`src/shared/barc_regs.vh`:
```
/*
 * Constants for the burst and auto-restart control block: APB register
 * offsets, field positions, reset values and timing figures.
 * Assumes a 125 MHz pclk; included by the core with a bare name.
 */
`ifndef BARC_REGS_VH
`define BARC_REGS_VH

`define BARC_CLK_MHZ 125
`define BARC_BLANK_MS 20
`define BARC_SPIKE_US 30
`define BARC_SOFT_MS 20
`define BARC_SOFT_STEPS 32

`define BARC_OFF_CTRL 12'h000
`define BARC_OFF_STATUS 12'h004
`define BARC_OFF_IRQ_STAT 12'h008
`define BARC_OFF_IRQ_MASK 12'h00c

`define BARC_CTRL_ENABLE 0
`define BARC_CTRL_RESET 32'h00000001

`define BARC_EV_BURST_IN 0
`define BARC_EV_BURST_OUT 1
`define BARC_EV_RESTART 2
`define BARC_EV_RESUME 3
`define BARC_EV_W 4

`define BARC_ST_NORMAL 3'h0
`define BARC_ST_BURST 3'h1
`define BARC_ST_EXTEND 3'h2
`define BARC_ST_SPIKE 3'h3
`define BARC_ST_RESTART 3'h4
`define BARC_ST_SOFT 3'h5

`endif

```
`src/core/barc_control.v`:
```
/*
 * Burst-mode and auto-restart mode control with an APB register slave.
 * Assumes comparator and fault inputs come asynchronously from analog
 * monitors; they are synchronised here. presetn is supply undervoltage
 * lockout.
 */
// Local design decisions: the address map and the APB interface to the registers.
`timescale 1ns/100ps
`default_nettype none
`include "barc_regs.vh"

module barc_control #(
  parameter BLANK_CYC = `BARC_BLANK_MS * 1000 * `BARC_CLK_MHZ,
  parameter SPIKE_CYC = `BARC_SPIKE_US * `BARC_CLK_MHZ,
  parameter SOFT_CYC = `BARC_SOFT_MS * 1000 * `BARC_CLK_MHZ,
  parameter CNT_W = 22
) (
  input wire pclk,
  input wire presetn,
  input wire clk_en,
  input wire psel,
  input wire penable,
  input wire pwrite,
  input wire [11:0] paddr,
  input wire [31:0] pwdata,
  output reg [31:0] prdata,
  output reg pready,
  output reg pslverr,
  input wire feedback_low_cmp,
  input wire burst_upper_cmp,
  input wire burst_lower_cmp,
  input wire overload_cmp,
  input wire blanking_pin_cmp,
  input wire open_loop_fault,
  input wire vcc_overvoltage,
  input wire over_temperature,
  input wire vcc_undervoltage,
  input wire short_opto,
  input wire ext_restart_req,
  input wire vcc_turn_off,
  input wire vcc_turn_on,
  output reg internal_bias_en,
  output reg burst_flag,
  output reg reduced_limit_sel,
  output reg clamp_release_switch,
  output reg startup_cell_en,
  output reg switching_en,
  output reg [4:0] soft_start_step,
  output reg irq
);

  localparam NSYNC = 13;
  localparam [CNT_W-1:0] BLANK_END = BLANK_CYC - 1;
  localparam [CNT_W-1:0] SPIKE_END = SPIKE_CYC - 1;
  localparam [CNT_W-1:0] SOFT_END = SOFT_CYC - 1;
  localparam [CNT_W-1:0] STEP_CYC = SOFT_CYC / `BARC_SOFT_STEPS;

  reg [NSYNC-1:0] meta_ff;
  reg [NSYNC-1:0] sync_ff;
  wire fb_low = sync_ff[0];
  wire up_cmp = sync_ff[1];
  wire lo_cmp = sync_ff[2];
  wire ovl = sync_ff[3];
  wire pin4v = sync_ff[4];
  wire openl = sync_ff[5];
  wire fast_fault = sync_ff[6] | sync_ff[7] | sync_ff[8] | sync_ff[9] |
    sync_ff[10];
  wire vcc_off = sync_ff[11];
  wire vcc_on = sync_ff[12];
  wire slow_fault = ovl | openl;

  reg [2:0] state_ff;
  reg [2:0] nxt_state;
  reg [CNT_W-1:0] burst_cnt_ff;
  reg [CNT_W-1:0] nxt_burst_cnt;
  reg [CNT_W-1:0] rst_cnt_ff;
  reg [CNT_W-1:0] nxt_rst_cnt;
  reg [CNT_W-1:0] soft_cnt_ff;
  reg [CNT_W-1:0] nxt_soft_cnt;
  reg [CNT_W-1:0] step_cnt_ff;
  reg [4:0] nxt_step;
  reg charging_ff;
  reg nxt_charging;
  reg bias_ff;
  reg nxt_bias;
  reg clamp_ff;
  reg nxt_clamp;
  reg [`BARC_EV_W-1:0] ev;
  reg [31:0] ctrl_ff;
  reg [`BARC_EV_W-1:0] irq_stat_ff;
  reg [`BARC_EV_W-1:0] irq_mask_ff;

  wire enable = ctrl_ff[`BARC_CTRL_ENABLE];
  wire apb_acc = psel & penable & ~pready;
  wire apb_wr = apb_acc & pwrite;

  function cnt_done;
    input [CNT_W-1:0] cnt;
    input [CNT_W-1:0] lim;
    begin
      cnt_done = (cnt >= lim);
    end
  endfunction

  always @(posedge pclk or negedge presetn) begin
    if (!presetn) begin
      meta_ff <= {NSYNC{1'b0}};
      sync_ff <= {NSYNC{1'b0}};
    end else if (clk_en) begin
      meta_ff <= {vcc_turn_on, vcc_turn_off, ext_restart_req, short_opto,
        vcc_undervoltage, over_temperature, vcc_overvoltage,
        open_loop_fault, blanking_pin_cmp, overload_cmp, burst_lower_cmp,
        burst_upper_cmp, feedback_low_cmp};
      sync_ff <= meta_ff;
    end
  end

  always @* begin
    nxt_state = state_ff;
    nxt_burst_cnt = burst_cnt_ff;
    nxt_rst_cnt = rst_cnt_ff;
    nxt_soft_cnt = soft_cnt_ff;
    nxt_charging = charging_ff;
    nxt_bias = bias_ff;
    nxt_clamp = 1'b0;
    ev = {`BARC_EV_W{1'b0}};
    case (state_ff)
      `BARC_ST_NORMAL: begin
        nxt_bias = 1'b1;
        if (fb_low) begin
          if (cnt_done(burst_cnt_ff, BLANK_END)) begin
            nxt_state = `BARC_ST_BURST;
            nxt_bias = 1'b0;
            nxt_burst_cnt = {CNT_W{1'b0}};
            ev[`BARC_EV_BURST_IN] = 1'b1;
          end else begin
            nxt_burst_cnt = burst_cnt_ff + 1'b1;
          end
        end else begin
          nxt_burst_cnt = {CNT_W{1'b0}};
        end
        if (slow_fault) begin
          if (cnt_done(rst_cnt_ff, BLANK_END)) begin
            nxt_state = `BARC_ST_EXTEND;
            nxt_clamp = 1'b1;
          end else begin
            nxt_rst_cnt = rst_cnt_ff + 1'b1;
          end
        end else begin
          nxt_rst_cnt = {CNT_W{1'b0}};
        end
      end
      `BARC_ST_BURST: begin
        if (up_cmp) begin
          nxt_bias = 1'b1;
        end else if (lo_cmp) begin
          nxt_bias = 1'b0;
        end
        if (ovl) begin
          nxt_state = `BARC_ST_NORMAL;
          nxt_bias = 1'b1;
          ev[`BARC_EV_BURST_OUT] = 1'b1;
        end
      end
      `BARC_ST_EXTEND: begin
        nxt_clamp = 1'b1;
        if (!slow_fault) begin
          nxt_state = `BARC_ST_NORMAL;
          nxt_rst_cnt = {CNT_W{1'b0}};
        end else if (pin4v) begin
          nxt_state = `BARC_ST_SPIKE;
          nxt_rst_cnt = {CNT_W{1'b0}};
        end
      end
      `BARC_ST_SPIKE: begin
        nxt_clamp = 1'b1;
        if (!(slow_fault && pin4v)) begin
          nxt_state = `BARC_ST_NORMAL;
          nxt_rst_cnt = {CNT_W{1'b0}};
        end else if (cnt_done(rst_cnt_ff, SPIKE_END)) begin
          nxt_state = `BARC_ST_RESTART;
          ev[`BARC_EV_RESTART] = 1'b1;
        end else begin
          nxt_rst_cnt = rst_cnt_ff + 1'b1;
        end
      end
      `BARC_ST_RESTART: begin
        nxt_bias = 1'b0;
        nxt_rst_cnt = {CNT_W{1'b0}};
        nxt_burst_cnt = {CNT_W{1'b0}};
        if (vcc_off) begin
          nxt_charging = 1'b1;
        end else if (vcc_on && charging_ff) begin
          nxt_charging = 1'b0;
          nxt_state = `BARC_ST_SOFT;
          nxt_soft_cnt = {CNT_W{1'b0}};
        end
      end
      `BARC_ST_SOFT: begin
        nxt_bias = 1'b1;
        if (cnt_done(soft_cnt_ff, SOFT_END)) begin
          if (slow_fault) begin
            nxt_state = `BARC_ST_RESTART;
            ev[`BARC_EV_RESTART] = 1'b1;
          end else begin
            nxt_state = `BARC_ST_NORMAL;
            ev[`BARC_EV_RESUME] = 1'b1;
          end
        end else begin
          nxt_soft_cnt = soft_cnt_ff + 1'b1;
        end
      end
      default: begin
        nxt_state = `BARC_ST_RESTART;
      end
    endcase
    if (fast_fault && state_ff != `BARC_ST_RESTART &&
        state_ff != `BARC_ST_SOFT) begin
      nxt_state = `BARC_ST_RESTART;
      nxt_clamp = 1'b0;
      ev[`BARC_EV_RESTART] = 1'b1;
    end
    if (!enable) begin
      nxt_state = `BARC_ST_NORMAL;
      nxt_burst_cnt = {CNT_W{1'b0}};
      nxt_rst_cnt = {CNT_W{1'b0}};
      nxt_charging = 1'b0;
      nxt_clamp = 1'b0;
      nxt_bias = 1'b0;
      ev = {`BARC_EV_W{1'b0}};
    end
  end

  always @* begin
    nxt_step = soft_start_step;
    if (state_ff == `BARC_ST_SOFT) begin
      if (step_cnt_ff == STEP_CYC - 1'b1 && soft_start_step != 5'h1f) begin
        nxt_step = soft_start_step + 5'h01;
      end
    end else begin
      nxt_step = 5'h1f;
    end
    if (nxt_state == `BARC_ST_SOFT && state_ff != `BARC_ST_SOFT) begin
      nxt_step = 5'h00;
    end
  end

  always @(posedge pclk or negedge presetn) begin
    if (!presetn) begin
      state_ff <= `BARC_ST_NORMAL;
      burst_cnt_ff <= {CNT_W{1'b0}};
      rst_cnt_ff <= {CNT_W{1'b0}};
      soft_cnt_ff <= {CNT_W{1'b0}};
      step_cnt_ff <= {CNT_W{1'b0}};
      charging_ff <= 1'b0;
      bias_ff <= 1'b0;
      clamp_ff <= 1'b0;
      internal_bias_en <= 1'b0;
      burst_flag <= 1'b0;
      reduced_limit_sel <= 1'b0;
      clamp_release_switch <= 1'b0;
      startup_cell_en <= 1'b0;
      switching_en <= 1'b0;
      soft_start_step <= 5'h1f;
    end else if (clk_en) begin
      state_ff <= nxt_state;
      burst_cnt_ff <= nxt_burst_cnt;
      rst_cnt_ff <= nxt_rst_cnt;
      soft_cnt_ff <= nxt_soft_cnt;
      if (nxt_state != `BARC_ST_SOFT || step_cnt_ff == STEP_CYC - 1'b1 ||
          state_ff != `BARC_ST_SOFT) begin
        step_cnt_ff <= {CNT_W{1'b0}};
      end else begin
        step_cnt_ff <= step_cnt_ff + 1'b1;
      end
      charging_ff <= nxt_charging;
      bias_ff <= nxt_bias;
      clamp_ff <= nxt_clamp;
      internal_bias_en <= nxt_bias;
      burst_flag <= (nxt_state == `BARC_ST_BURST);
      reduced_limit_sel <= (nxt_state == `BARC_ST_BURST);
      clamp_release_switch <= nxt_clamp;
      startup_cell_en <= nxt_charging &&
        (nxt_state == `BARC_ST_RESTART);
      switching_en <= nxt_bias;
      soft_start_step <= nxt_step;
    end
  end

  always @(posedge pclk or negedge presetn) begin
    if (!presetn) begin
      ctrl_ff <= `BARC_CTRL_RESET;
      irq_stat_ff <= {`BARC_EV_W{1'b0}};
      irq_mask_ff <= {`BARC_EV_W{1'b0}};
      prdata <= 32'h00000000;
      pready <= 1'b0;
      pslverr <= 1'b0;
      irq <= 1'b0;
    end else if (clk_en) begin
      pready <= apb_acc;
      pslverr <= 1'b0;
      prdata <= 32'h00000000;
      if (apb_wr && paddr == `BARC_OFF_CTRL) begin
        ctrl_ff <= {31'h00000000, pwdata[`BARC_CTRL_ENABLE]};
      end
      if (apb_wr && paddr == `BARC_OFF_IRQ_MASK) begin
        irq_mask_ff <= pwdata[`BARC_EV_W-1:0];
      end
      // Set wins over a write-one clear in the same cycle
      if (apb_wr && paddr == `BARC_OFF_IRQ_STAT) begin
        irq_stat_ff <= (irq_stat_ff & ~pwdata[`BARC_EV_W-1:0]) | ev;
      end else begin
        irq_stat_ff <= irq_stat_ff | ev;
      end
      irq <= |((irq_stat_ff | ev) & irq_mask_ff);
      if (apb_acc) begin
        case (paddr)
          `BARC_OFF_CTRL: prdata <= ctrl_ff;
          `BARC_OFF_STATUS: prdata <= {23'h000000, charging_ff, clamp_ff,
            bias_ff, state_ff, burst_flag, 1'b0};
          `BARC_OFF_IRQ_STAT: prdata <= {28'h0000000, irq_stat_ff};
          `BARC_OFF_IRQ_MASK: prdata <= {28'h0000000, irq_mask_ff};
          default: pslverr <= 1'b1;
        endcase
      end
    end
  end

endmodule
`default_nettype wire

```
`config.mk`:
```
export PLATFORM = sky130hd
export DESIGN_NAME = barc_control
export DESIGN_NICKNAME = d
export VERILOG_FILES = /design/src/core/barc_control.v
export VERILOG_INCLUDE_DIRS = /design/src /design/src/shared
export SDC_FILE = /design/constraint.sdc
export NUM_CORES = 1
export LEC_CHECK = 0
export BUFFER_PORTS_ARGS = -buffer_cell sky130_fd_sc_hd__buf_4
export CAP_MARGIN = 30
export CELL_PAD_IN_SITES_DETAIL_PLACEMENT = 0
export CELL_PAD_IN_SITES_GLOBAL_PLACEMENT = 1
export CORE_MARGIN = 1
export CORE_UTILIZATION = 45
export DETAILED_ROUTE_END_ITERATION = 12
export GPL_TIMING_DRIVEN = 1
export PLACE_DENSITY_LB_ADDON = 0.12
export SYNTH_ARGS = -nofsm -noshare
export SYNTH_HDL_FRONTEND = slang
export SYNTH_SLANG_ARGS = --single-unit
```
`constraint.sdc`:
```
create_clock -name pclk -period 2.84 [get_ports pclk]
set_input_delay 0.426 -clock pclk [delete_from_list [all_inputs] [get_ports pclk]]
set_output_delay 0.426 -clock pclk [all_outputs]
set_load 0.1 [all_outputs]
```
==> run metrics <==
status=finished, violations left; failing checks=negative hold slack; Worst-path clk slew=0.07 ns; Detailed Place HPWL=13.66 mm; worst-skew pair later-pin latency=0.43 ns; crit-path max FO=17; Initial Util=0.4629; Avg Cell Area, Syn=9.691 um^2; clock tree buffer depth=2; Sequential Power Share=0.368; Setup Fix Bufs, Post-CTS=0; Root Driver=clkbuf_16; # IOs=109; TritonCTS Buffers=17; switching fraction of total power=0.3824; Die X=135.9 um; Main synth FF type=dfrtp_1; min Tclk post-route=2.719 ns; 1st-pass router iterations=5; Fmax=367.8 MHz; VDD IR max=0.0009241 V; area leader, netlist=dfrtp_1; #FFs+latches synth=147; static leakage=4.176 nW; kind of critical path=flip-flop to flip-flop; CP startpoint kind=flip-flop; NetSw=2.579 mW; ys async rst share=1.000; cts hold-fix bufs=0; share of cells above drive strength 1=0.2136; Rel. slew slack=0.4884; Final period util=0.9574; Post-CTS Resized=0; Die Footprint=18,460 um^2; area share of the largest cell type after synthesis=0.4376; Core ar.=17,420 um^2; Power, Total=6.743 mW; max-cap violation count=0; final hold vios=16; largest cells by area after synthesis=dfrtp_1 44%, mux2_2 4.9%, o21ai_0 3.5%; drt wl/cell=17.04 um; drt via density=5.748; CTS tree=built; Std-Cell Rows=48; P&R area growth vs syn=15.81%; Synth cell types=81; critical path data required time=3.13 ns; WP data arrival=3.01 ns; IO buf count=56; first-pass GRT wire length=32.45 mm; Syn. warnings=0; Cell Pwr Density=722.1 nW/um^2; largest net degree at the start of global routing=62; Slew @ Worst Pin=0.7578 ns; Initial DRC Count=626; Post-synth EDFFs=0; Final ANT Viol Nets=0; ANT cells=0; Comb pwr share=0.306; Die H=135.9 um; Clock power frac=0.326; Total Nets Final=972; non-filler cells, final=1,138; final setup vio count=0; Internal=4.164 mW; placed cells=1,105; crit end category=flip-flop; H-Tree Depth=4; Routed WL=19.40 mm; gpl congestion=0.8579; Clock Sinks=147; worst hold path class=input port to async pin; total track usage=0.2238; routed via count=6,541; register-to-register path setup slack=0.12 ns; max-slew violation count=0; Worst Hold Slack=-0.007495 ns; vias in the first global route=6,547; worst slack, placed=0.1019 ns; Post-Syn Instances=832; Setup WS post-layout=0.1209 ns; post-synthesis sequential area ratio=0.4572; initial antenna violation count=0; most common cell in the synthesized netlist=dfrtp_1; most frequent cells after synthesis=141 x dfrtp_1, 68 x nor2_1, 62 x nand2_1; worst-case clock skew=0.007824 ns; gr ovfl total=0; Mapped Area=8063 um^2; DRC Markers=0
[kinds of logic after synthesis]
logic type                 synth area share
xor gates and xnor gates            0.04236
AOI/OAI and AO/OA                    0.1747
DFF                                  0.4572
muxes                               0.05137
other                             0.0004651
and+or+nand+nor                      0.2010
buffers and inverters               0.05897
adders and majority gates           0.01397
[power by group through the flow]
stage               clock network, mW  logic (mW)  registers [mW]
floorplan                           0        1.17            2.84
global placement                    0        2.01            2.50
detailed placement                  0        2.04            2.51
CTS                              2.25        2.05            2.48
global route                     2.35        2.24            2.51
finish                           2.20        2.06            2.48
[metrics by stage]
stage | hold WS (ns) | cell area [um^2] | TNS, ns | util
floorplan | 0.1304 | 8149 | 0 | -
global placement | 0.4456 | 8731 | 0 | 0.5013
detailed placement | 0.4650 | 8731 | 0 | 0.5013
CTS | 0.0001978 | 9308 | 0 | 0.5344
global route | 0.01904 | 9338 | -0.01642 | 0.5361
finish | -0.007495 | 9338 | 0 | 0.5361
[worst max-delay path, cell delays in order (launching register included)]
cell	delay (ns)
dfrtp_1	0.42
or4_4	0.55
nor4_1	0.37
o31a_2	0.27
o22ai_1	0.18
o21ai_2	0.32
or2_1	0.19
buf_12	0.17
a21oi_1	0.10
[placed cells by master (no fill, tap or decap), types with 6 or more instances in the layout]
cell         n
a21o_1       6
a21oi_1     24
a21oi_2      9
a22o_1      11
a31oi_1     17
and2_1       7
and3_1      32
buf_4       89
clkbuf_16   17
clkinv_4     6
conb_1      24
dfrtp_1    141
dfstp_2      6
ha_1         9
inv_1       16
mux2_2      35
nand2_1     62
nand2b_1    10
nand3_1     36
nand4_1     27
nor2_1      68
nor2b_1      6
nor3_1      17
nor3b_1      8
nor4_1       6
o21ai_0     57
o31ai_1     18
or3_1        6
xnor2_1     10
xor2_1      29
[flip-flops by register name, indices dropped and copies added, names as in the netlist, 3 cells and up]
register,count
burst_cnt_ff,22
rst_cnt_ff,22
soft_cnt_ff,22
step_cnt_ff,22
meta_ff,13
sync_ff,13
prdata,8
soft_start_step,5
irq_mask_ff,4
irq_stat_ff,4
state_ff,3
[area by class of cell]
class / count / area [um^2]
clock buffer: 17 / 425.4
clock inverter: 15 / 151.4
fill: 1577 / 8079
inverter: 17 / 63.81
multi-input combinational: 625 / 4010
sequential: 147 / 3686
tap: 225 / 281.5
timing repair buffer: 92 / 719.4
[metal layers]
layer  GRT usage  routed length [um]  vias to the layer above  share of wire
met5           0                   0                        -              0
met4     0.07531                 244                        0          0.013
met3     0.05108                 813                       21          0.042
met2      0.3597                9353                      157           0.48
met1      0.2971                8985                     3225           0.46
li1            -                   -                     3138              -
[worst paths after layout]
check	start	to	cells after the start
min reg2reg	prdata[2]	prdata[2]	1
max in group asynchronous	presetn	soft_start_step[0]	2
min in group pclk	ext_restart_req	meta_ff[10]	2
min	presetn	step_cnt_ff[14]	1
max reg2reg	rst_cnt_ff[15]	step_cnt_ff[6]	8
max	rst_cnt_ff[15]	step_cnt_ff[6]	8
Note: power is estimated with default switching activity, not from simulation.
